$ cat src/design/smcc_pkg.sv
// Shared constants and types for the mode and system-clock controller
package smcc_pkg;
  // Register byte offsets
  localparam logic [7:0] OFF_SYS_CTRL  = 8'h00;
  localparam logic [7:0] OFF_OSC_CTRL  = 8'h04;
  localparam logic [7:0] OFF_IRQ_STAT  = 8'h08;
  localparam logic [7:0] OFF_IRQ_MASK  = 8'h0c;
  localparam logic [7:0] OFF_MODE_STAT = 8'h10;
  localparam logic [7:0] OFF_NONE      = 8'hff;

  // Field positions
  localparam int SEL_MSB        = 7;
  localparam int SEL_LSB        = 5;
  localparam int KEEP_FAST_BIT  = 1;
  localparam int KEEP_SLOW_BIT  = 0;
  localparam int OSC_EN_BIT     = 0;
  localparam int OSC_STABLE_BIT = 1;
  localparam int MODE_MSB       = 5;
  localparam int PDF_BIT        = 8;
  localparam int TO_BIT         = 9;
  localparam int IRQ_STABLE     = 0;
  localparam int IRQ_HALT       = 1;
  localparam int IRQ_WAKE       = 2;

  // Select codes and reset values
  localparam logic [2:0] SEL_SLOW     = 3'h7;
  localparam logic [2:0] SEL_RST      = 3'h0;
  localparam logic       KEEP_RST     = 1'b0;
  localparam logic       OSC_EN_RST   = 1'b1;
  localparam logic [2:0] IRQ_MASK_RST = 3'h0;

  // Fast oscillator settling time
  localparam int CLK_PERIOD_NS = 100;
  localparam int STAB_TIME_NS  = 2000;
  localparam int STAB_CYC      = (STAB_TIME_NS + CLK_PERIOD_NS - 1) / CLK_PERIOD_NS;
  localparam logic [7:0] STAB_CNT = 8'(STAB_CYC);

  typedef enum logic [5:0] {
    M_NORMAL = 6'h01,
    M_SLOW   = 6'h02,
    M_SLEEP  = 6'h04,
    M_IDLE0  = 6'h08,
    M_IDLE1  = 6'h10,
    M_IDLE2  = 6'h20
  } smcc_mode_t;
endpackage

$ cat src/design/smcc_osc_if.sv
// Link between the mode controller and the fast oscillator model
`timescale 1ns/1ps
interface smcc_osc_if;
  logic       osc_on;
  logic       restart;
  logic [2:0] div_sel;
  logic       stable;
  logic       div_tick;
  modport ctrl (output osc_on, output restart, output div_sel, input stable, input div_tick);
  modport osc  (input osc_on, input restart, input div_sel, output stable, output div_tick);
endinterface

$ cat src/design/smcc_mode_ctrl.sv
// Operating mode and system clock controller with AHB-Lite registers
//
// Contract
// two run modes, four CPU-off modes
// select 0 fast, 1-6 divided, 7 slow
// normal mode runs every clock
// slow mode runs CPU from slow clock
// slow mode fast clock follows enable bit; select 0-6 holds it on regardless
// stop with keeps 00 enters sleep
// sleep slow oscillator follows watchdog enable
// keeps 01 enter idle0 clock pattern
// keeps 11 enter idle1, all clocks but the CPU clock run
// keeps 10 enter idle2 clock pattern
// bit 1 keeps fast oscillator when halted
// bit 0 keeps slow oscillator when halted
// clock control bits 4-2 read zero
// oscillator enable bit, set after reset
// enabling clears stable flag, then sets
// oscillator control bits 7-2 read zero
// stop sets powerdown, clears timeout flag
// return to normal waits for stability
// settling modelled as parameterised cycle count
//
// The AHB-Lite register port and the address map were left to the implementer.
`timescale 1ns/1ps
module smcc_mode_ctrl (
  input  wire logic        hclk,
  input  wire logic        hresetn,
  input  wire logic        ce,
  input  wire logic        hsel,
  input  wire logic [31:0] haddr,
  input  wire logic [1:0]  htrans,
  input  wire logic        hwrite,
  input  wire logic [2:0]  hsize,
  input  wire logic [31:0] hwdata,
  input  wire logic        hready,
  output logic      [31:0] hrdata,
  output logic             hreadyout,
  output logic             hresp,
  input  wire logic        halt_req,
  input  wire logic        wake_req,
  input  wire logic        wdt_enable,
  input  wire logic        wdt_timeout,
  input  wire logic        wdt_clear,
  input  wire logic        slow_osc_tick,
  output logic             cpu_run,
  output logic             sys_clk_on,
  output logic             fast_clk_on,
  output logic             slow_clk_on,
  output logic             slow_osc_clk_on,
  output logic             sys_tick,
  output logic             powerdown_flag,
  output logic             watchdog_timeout_flag,
  output logic             irq
);
  import smcc_pkg::*;

  smcc_osc_if osc ();

  smcc_mode_t  mode_reg;
  smcc_mode_t  mode_next;
  logic [2:0]  sys_clk_select_reg;
  logic        halt_fast_osc_keep_reg;
  logic        halt_slow_osc_keep_reg;
  logic        fast_osc_enable_reg;
  logic        restart_reg;
  logic        stable_q_reg;
  logic [2:0]  irq_mask_reg;
  logic [2:0]  irq_stat_reg;
  logic [2:0]  irq_stat_next;
  logic [4:0]  gate_reg;
  logic [4:0]  gate_next;
  logic        tick_reg;
  logic        pdf_reg;
  logic        to_reg;
  logic        irq_reg;
  logic        wr_pend_reg;
  logic        rd_pend_reg;
  logic [7:0]  addr_reg;
  logic [31:0] hrdata_reg;
  logic        hreadyout_reg;
  logic        hresp_reg;
  logic [31:0] rd_word;
  logic        running;
  logic        accept;
  logic        halt_ev;
  logic        wake_ev;
  logic        fast_src;

  function automatic logic is_slow(input logic [2:0] sel);
    is_slow = (sel == SEL_SLOW);
  endfunction

  function automatic smcc_mode_t halt_target(input logic kf, input logic ks);
    unique case ({kf, ks}) // see R6 // see R11 //
      2'b00: halt_target = M_SLEEP;
      2'b01: halt_target = M_IDLE0;
      2'b11: halt_target = M_IDLE1;
      2'b10: halt_target = M_IDLE2;
    endcase
  endfunction

  assign running = (mode_reg == M_NORMAL) || (mode_reg == M_SLOW);
  assign accept  = hsel && htrans[1] && hready;
  assign halt_ev = running && halt_req;
  assign wake_ev = !running && wake_req;

  // Fast oscillator is held on in run modes whenever a fast source is chosen
  assign osc.osc_on  = running ? (fast_osc_enable_reg || !is_slow(sys_clk_select_reg))
                               : halt_fast_osc_keep_reg; // see R5 //
  assign osc.restart = restart_reg;
  assign osc.div_sel = sys_clk_select_reg;

  smcc_fast_osc u_fast_osc (
    .hclk    (hclk),
    .hresetn (hresetn),
    .ce      (ce),
    .o       (osc.osc)
  );

  // AHB-Lite slave: writes take no wait state, reads take one
  always_ff @(posedge hclk or negedge hresetn) begin
    if (!hresetn) begin
      wr_pend_reg   <= 1'b0;
      rd_pend_reg   <= 1'b0;
      addr_reg      <= OFF_NONE;
      hrdata_reg    <= 32'h0000_0000;
      hreadyout_reg <= 1'b1;
      hresp_reg     <= 1'b0;
    end else if (ce) begin
      wr_pend_reg <= accept && hwrite;
      hresp_reg   <= 1'b0;
      if (accept) begin
        addr_reg <= (haddr[31:8] == 24'h00_0000) ? haddr[7:0] : OFF_NONE;
      end
      if (rd_pend_reg) begin
        hrdata_reg    <= rd_word;
        hreadyout_reg <= 1'b1;
        rd_pend_reg   <= 1'b0;
      end else if (accept && !hwrite) begin
        rd_pend_reg   <= 1'b1;
        hreadyout_reg <= 1'b0;
      end
    end
  end

  always_comb begin
    rd_word = 32'h0000_0000; // see R13 //
    unique case (addr_reg)
      OFF_SYS_CTRL: begin
        rd_word[SEL_MSB:SEL_LSB] = sys_clk_select_reg;
        rd_word[KEEP_FAST_BIT]   = halt_fast_osc_keep_reg;
        rd_word[KEEP_SLOW_BIT]   = halt_slow_osc_keep_reg;
      end
      OFF_OSC_CTRL: begin
        rd_word[OSC_STABLE_BIT] = osc.stable;
        rd_word[OSC_EN_BIT]     = fast_osc_enable_reg;
      end
      OFF_IRQ_STAT: rd_word[2:0] = irq_stat_reg;
      OFF_IRQ_MASK: rd_word[2:0] = irq_mask_reg;
      OFF_MODE_STAT: begin
        rd_word[MODE_MSB:0] = mode_reg;
        rd_word[PDF_BIT]    = pdf_reg;
        rd_word[TO_BIT]     = to_reg;
      end
      default: rd_word = 32'h0000_0000;
    endcase
  end

  // Control registers; the stable bit is hardware-owned and ignores writes
  always_ff @(posedge hclk or negedge hresetn) begin
    if (!hresetn) begin
      sys_clk_select_reg     <= SEL_RST;
      halt_fast_osc_keep_reg <= KEEP_RST;
      halt_slow_osc_keep_reg <= KEEP_RST;
      fast_osc_enable_reg    <= OSC_EN_RST;
      restart_reg            <= 1'b0;
      irq_mask_reg           <= IRQ_MASK_RST;
    end else if (ce) begin
      restart_reg <= 1'b0;
      if (wr_pend_reg) begin
        unique case (addr_reg)
          OFF_SYS_CTRL: begin
            sys_clk_select_reg     <= hwdata[SEL_MSB:SEL_LSB];
            halt_fast_osc_keep_reg <= hwdata[KEEP_FAST_BIT];
            halt_slow_osc_keep_reg <= hwdata[KEEP_SLOW_BIT];
          end
          OFF_OSC_CTRL: begin
            fast_osc_enable_reg <= hwdata[OSC_EN_BIT];
            restart_reg         <= hwdata[OSC_EN_BIT] && !fast_osc_enable_reg;
          end
          OFF_IRQ_MASK: irq_mask_reg <= hwdata[2:0];
          default: ;
        endcase
      end
    end
  end

  // Normal mode is only entered on a settled fast oscillator
  always_comb begin
    mode_next = mode_reg;
    unique case (mode_reg)
      M_NORMAL, M_SLOW: begin
        if (halt_req) begin
          mode_next = halt_target(halt_fast_osc_keep_reg, halt_slow_osc_keep_reg);
        end else if (!is_slow(sys_clk_select_reg) && osc.stable) begin
          mode_next = M_NORMAL;
        end else begin
          mode_next = M_SLOW;
        end
      end
      M_SLEEP, M_IDLE0, M_IDLE1, M_IDLE2: begin
        if (wake_req) begin
          mode_next = (!is_slow(sys_clk_select_reg) && osc.stable) ? M_NORMAL : M_SLOW;
        end
      end
      default: mode_next = M_SLOW;
    endcase
  end

  always_ff @(posedge hclk or negedge hresetn) begin
    if (!hresetn) begin
      mode_reg <= M_SLOW;
    end else if (ce) begin
      mode_reg <= mode_next;
    end
  end

  // Gate order: cpu, system, fast, slow, slow oscillator
  always_comb begin
    unique case (mode_reg)
      M_NORMAL: gate_next = 5'h1f;
      M_SLOW:   gate_next = {2'b11, osc.osc_on, 2'b11};
      M_SLEEP:  gate_next = {4'h0, wdt_enable}; // see R6 //
      M_IDLE0:  gate_next = {1'b0, is_slow(sys_clk_select_reg), 3'b011};
      M_IDLE1:  gate_next = 5'h0f;
      M_IDLE2:  gate_next = {1'b0, !is_slow(sys_clk_select_reg), 3'b101};
      default:  gate_next = 5'h00;
    endcase
  end

  assign fast_src = !is_slow(sys_clk_select_reg) && (mode_reg != M_SLOW);

  always_ff @(posedge hclk or negedge hresetn) begin
    if (!hresetn) begin
      gate_reg <= 5'h00;
      tick_reg <= 1'b0;
    end else if (ce) begin
      gate_reg <= gate_next;
      tick_reg <= gate_next[3] && (fast_src ? osc.div_tick : slow_osc_tick); // see R2 //
    end
  end

  // Power-down and timeout flags; a timeout beats a same-cycle clear
  always_ff @(posedge hclk or negedge hresetn) begin
    if (!hresetn) begin
      pdf_reg <= 1'b0;
      to_reg  <= 1'b0;
    end else if (ce) begin
      if (halt_ev) begin
        pdf_reg <= 1'b1;
      end else if (wdt_clear) begin
        pdf_reg <= 1'b0;
      end
      if (wdt_timeout) begin
        to_reg <= 1'b1;
      end else if (halt_ev || wdt_clear) begin
        to_reg <= 1'b0;
      end
    end
  end

  // Events set sticky bits; a read clears them but a new event wins
  always_comb begin
    irq_stat_next = irq_stat_reg;
    if (rd_pend_reg && addr_reg == OFF_IRQ_STAT) begin
      irq_stat_next = 3'h0;
    end
    irq_stat_next[IRQ_STABLE] = irq_stat_next[IRQ_STABLE] || (osc.stable && !stable_q_reg);
    irq_stat_next[IRQ_HALT]   = irq_stat_next[IRQ_HALT] || halt_ev;
    irq_stat_next[IRQ_WAKE]   = irq_stat_next[IRQ_WAKE] || wake_ev;
  end

  always_ff @(posedge hclk or negedge hresetn) begin
    if (!hresetn) begin
      irq_stat_reg <= 3'h0;
      stable_q_reg <= 1'b0;
      irq_reg      <= 1'b0;
    end else if (ce) begin
      irq_stat_reg <= irq_stat_next;
      stable_q_reg <= osc.stable;
      irq_reg      <= |(irq_stat_next & irq_mask_reg);
    end
  end

  assign hrdata                = hrdata_reg;
  assign hreadyout             = hreadyout_reg;
  assign hresp                 = hresp_reg;
  assign cpu_run               = gate_reg[4];
  assign sys_clk_on            = gate_reg[3];
  assign fast_clk_on           = gate_reg[2];
  assign slow_clk_on           = gate_reg[1];
  assign slow_osc_clk_on       = gate_reg[0];
  assign sys_tick              = tick_reg;
  assign powerdown_flag        = pdf_reg;
  assign watchdog_timeout_flag = to_reg;
  assign irq                   = irq_reg;
endmodule

$ cat src/design/smcc_fast_osc.sv
// Fast oscillator settling counter and system clock prescaler
`timescale 1ns/1ps
module smcc_fast_osc (
  input wire logic hclk,
  input wire logic hresetn,
  input wire logic ce,
  smcc_osc_if.osc  o
);
  import smcc_pkg::*;

  logic [7:0] stab_cnt_reg;
  logic [5:0] div_cnt_reg;
  logic       stable_reg;
  logic       tick_reg;

  assign o.stable   = stable_reg;
  assign o.div_tick = tick_reg;

  function automatic logic [5:0] div_mask(input logic [2:0] sel);
    div_mask = 6'((7'h01 << sel) - 7'h01);
  endfunction

  // Settling: flag drops whenever the oscillator is off or restarted
  always_ff @(posedge hclk or negedge hresetn) begin
    if (!hresetn) begin
      stab_cnt_reg <= 8'h00;
      stable_reg   <= 1'b0;
    end else if (ce) begin
      if (!o.osc_on || o.restart) begin
        stab_cnt_reg <= 8'h00;
        stable_reg   <= 1'b0;
      end else if (stab_cnt_reg != STAB_CNT) begin
        stab_cnt_reg <= stab_cnt_reg + 8'h01;
      end else begin
        stable_reg <= 1'b1;
      end
    end
  end

  // Prescaler runs only on a settled oscillator, so no runt ticks
  always_ff @(posedge hclk or negedge hresetn) begin
    if (!hresetn) begin
      div_cnt_reg <= 6'h00;
      tick_reg    <= 1'b0;
    end else if (ce) begin
      if (!stable_reg) begin
        div_cnt_reg <= 6'h00;
        tick_reg    <= 1'b0;
      end else begin
        div_cnt_reg <= div_cnt_reg + 6'h01;
        tick_reg    <= (div_cnt_reg & div_mask(o.div_sel)) == div_mask(o.div_sel);
      end
    end
  end
endmodule

$ cat config.mk
export PLATFORM = sky130hd
export DESIGN_NAME = smcc_mode_ctrl
export DESIGN_NICKNAME = d
export VERILOG_FILES = /design/src/design/smcc_pkg.sv /design/src/design/smcc_osc_if.sv /design/src/design/smcc_mode_ctrl.sv /design/src/design/smcc_fast_osc.sv
export SDC_FILE = /design/constraint.sdc
export NUM_CORES = 1
export LEC_CHECK = 0
export BUFFER_PORTS_ARGS = -buffer_cell sky130_fd_sc_hd__buf_2
export CORE_MARGIN = 1
export CORE_UTILIZATION = 30
export CTS_BUF_LIST = sky130_fd_sc_hd__clkbuf_2
export CTS_CLUSTER_SIZE = 10
export DETAILED_ROUTE_END_ITERATION = 8
export GPL_TIMING_DRIVEN = 0
export PLACE_DENSITY_LB_ADDON = 0.12
export SLEW_MARGIN = 0
export SYNTH_ARGS = -nofsm -noshare
export SYNTH_HDL_FRONTEND = slang
export SYNTH_SLANG_ARGS = --single-unit
$ cat constraint.sdc
create_clock -name hclk -period 2.1 [get_ports hclk]
set_input_delay 0.105 -clock hclk [delete_from_list [all_inputs] [get_ports hclk]]
set_output_delay 0.105 -clock hclk [all_outputs]
set_load 0.005 [all_outputs]
==> impl_metrics.yaml <==
global_route:
  grt-ovfl-total: 0
  grt_pass1_vias: 3135
  grt_antenna_before_repair: 0
  gr-usage-all-layers: 0.1629
  grt_max_degree: 67
  grt_pass1_wl_um: 15970
floorplanning:
  ioPinCount: 124
  dieArea_sq_um: 12620
  die_w_um: 112.3
  start_util: 0.3132
  die_h_um: 112.3
  coreArea_sq_um: 11660
  fp-row-count: 39
detailed_routing:
  drt_iter0_markers: 188
  wl_per_cell_um: 14.94
  vias: 3181
  viasPerCell: 4.939
  first_pass_iters: 6
  route.detailed.drc: 6
  wl_um: 9622
  ant_nets: 0
synth:
  synth_top_area_cell: "dfrtp_1"
  synth_fa_ha_area_frac: 0.01028
  synth_top_family_by_area: "compound AO/OA/AOI/OAI gates"
  syn_inst: 372
  synthTopCellsByArea: "dfrtp_1 38%, dfstp_2 7.9%, mux2_2 6.5%"
  seq_area_frac_synth: 0.4560
  netlist_area_sq_um: 3652
  synth_top_flop_cell: "dfrtp_1"
  synth_xor_area_frac: 0.01439
  synth-edff-count: 0
  synth_mux_area_frac: 0.08667
  synth_warnings: 0
  synth-simple-area-share: 0.1679
  synth_compound_area_frac: 0.1703
  async_reset_ff_frac: 1.000
  synth-seq-cells: 66
  ys_types: 60
  syn_avg_cell_area_sq_um: 9.818
  synth_largest_type_area_fraction: 0.3768
timing:
  fin_crit_ns: 1.985
  tightest_slew_ns: 0.8738
  fin_crit_sh: 0.9450
  finalClockSkew_ns: 0.02607
  slew_viol_final: 0
  setup-violations-final: 0
  maxSlewHeadroom: 0.4174
  rsz0062_at_grt: "no"
  finalHoldViolations: 0
  setup_tns_ns: 0
  fmax_ghz: 0.5039
power_and_ir_drop:
  p_leak_nw: 2.198
  ir_worst_vdd_mv: 0.2548
  powerDensity_nw_per_um2: 621.9
clock_network:
  cts_tree: "yes"
  root_buffer: "clkbuf_2"
  htreeDepth: 3
  path_clk_slew_ns: 0.20
  cts.path.max_buffers: 2
  cts_buffers: 9
  cts_sinks: 66
  clock_latency_ns: 0.52
critical_path:
  max_stage_delay_ns: 0.71
  cp.required_ns: 2.56
  worstPathArrival_ns: 2.45
  worstRegToRegCells: 5
  startpoint_type: "register"
  cp_slowest_cell: "dfstp_2"
  cp-end-kind: "register"
  path_cells: "xor2_2 -> a21oi_1 -> a211o_1 -> or3b_4 -> o2bb2ai_1"
  critPathKind: "reg -> reg"
  crit_path_max_fanout: 10
run_status:
  status: "finished, violations left"
  violations: "design-rule violations"
placed_design:
  routabilityCongestion: 0.7922
  io_buffers: 70
  dp_hpwl_um: 6993
  dpl_cell_area_sq_um: 4267
layout:
  nets: 580
  n_antenna_cell: 0
  final_area_sq_um: 4657
  fillers: 1199
  area_delta_synth_final_pct: 27.51
  drive_gt1_frac: 0.3234
  largest_register_ffs: 10
hold_path:
  hold_class: "in -> reg"
  holdPathStages: 4
flow_run:
  cap_viol_max_count: 0
[cell type report]
| class | instances | area, sq um | share of cell area |
|---|---|---|---|
| Timing Repair Buffer | 93 | 583.1 | 0.1252 |
| Sequential cell | 66 | 1667 | 0.3579 |
| Inverter | 20 | 75.07 | 0.01612 |
| Clock inverter | 7 | 93.84 | 0.02015 |
| Multi-Input combinational cell | 265 | 1757 | 0.3772 |
| Clock buffer | 9 | 45.04 | 0.009672 |
| Tap cell | 143 | 178.9 | 0.03842 |
| Buffer | 41 | 257.7 | 0.05535 |
[timing repair]
item / in CTS / in global routing
hold endpoints to repair: 81 / 0
buffers inserted: 0 / 0
hold buffers: 23 / 0
setup endpoints to repair: 4 / 14
gates resized for setup: 1 / 5
[kinds of logic (layout without fill, tap and decap cells)]
group | after synthesis | count (layout)
AND/OR/NAND/NOR | 114 | 114
flip-flops | 66 | 66
adder cells (fa/ha/maj) | 3 | 3
XOR/XNOR | 6 | 6
buffers and inverters | 63 | 170
multiplexers | 29 | 29
other | 1 | 23
AO/OA/AOI/OAI | 90 | 90
[power breakdown]
part           internal [mW]  switching (mW)
logic                  0.269           0.296
registers               1.36          0.0774
clock network          0.391           0.502
[layer usage]
layer,vias up,GRT usage,part of all wire
met5,-,0,0
met4,0,0.05422,0.013
met3,11,0.02646,0.037
met2,69,0.2754,0.49
met1,1549,0.2125,0.46
li1,1552,-,-
[through the flow]
stage / hold WS [ns] / setup slack, ns / util / std cells / power, mW
after CTS: 0.02464 / 0.001448 / 0.3981 / 646 / 2.931
final: 0.04353 / 0.1154 / 0.3993 / 644 / 2.896
after global placement: 0.3182 / -0.1531 / 0.3656 / 607 / 1.976
after global routing: 0.04653 / 0.01358 / 0.3993 / 644 / 3.054
after detailed placement: 0.2911 / -0.1794 / 0.3658 / 607 / 1.984
after floorplan: -0.1906 / 0.2762 / - / 394 / 1.764
[worst max-delay path, delay by kind of cell (launching register included)]
kind | cells | cell delay (ns)
AOI/OAI and AO/OA | 3 | 0.58
xor gates and xnor gates | 1 | 0.22
and+or+nand+nor | 1 | 0.41
DFF | 1 | 0.71
[path summary, 6_finish.rpt]
| kind | start | endpoint | slack (ns) |
|---|---|---|---|
| setup / recovery | mode_reg[1] | u_fast_osc.stab_cnt_reg[3] | 0.12 |
| hold / removal | halt_req | irq | 0.04 |
| setup reg to reg | mode_reg[1] | u_fast_osc.stab_cnt_reg[3] | 0.12 |
| hold reg to reg | stable_q_reg | irq_stat_reg[0] | 0.47 |
| max in group asynchronous | hresetn | mode_reg[5] | 1.28 |
| min in group asynchronous | hresetn | u_fast_osc.div_cnt_reg[2] | 0.21 |
[placed cells by master, fill, tap and decap left out, drive strengths merged, types with 7 or more instances in the layout]
cell type | Yosys | final
conb | 1 | 23
nor3 | 7 | 7
clkbuf | 12 | 20
mux2 | 21 | 21
nand3 | 12 | 12
a21oi | 13 | 13
o22a | 7 | 7
a22o | 9 | 9
dfstp | 11 | 11
nand4 | 8 | 8
inv | 20 | 20
nor2 | 23 | 23
buf | 31 | 100
dfrtp | 55 | 55
dlygate4sd3 | 0 | 23
nand2 | 31 | 31
mux2i | 8 | 8
nor4 | 11 | 11
o21ai | 25 | 25
[Yosys cell counts (6+ instances only)]
library cell  count
a21oi_1          13
a22o_1            9
and3_1            6
buf_4            24
clkbuf_1         11
dfrtp_1          55
dfstp_2          11
inv_1            20
mux2_2           21
mux2i_1           8
nand2_1          31
nand3_1          12
nand4_1           8
nor2_1           22
nor3_1            6
nor4_1            8
o21ai_0          24
o22a_1            7
(Power assumes the default switching activity.)
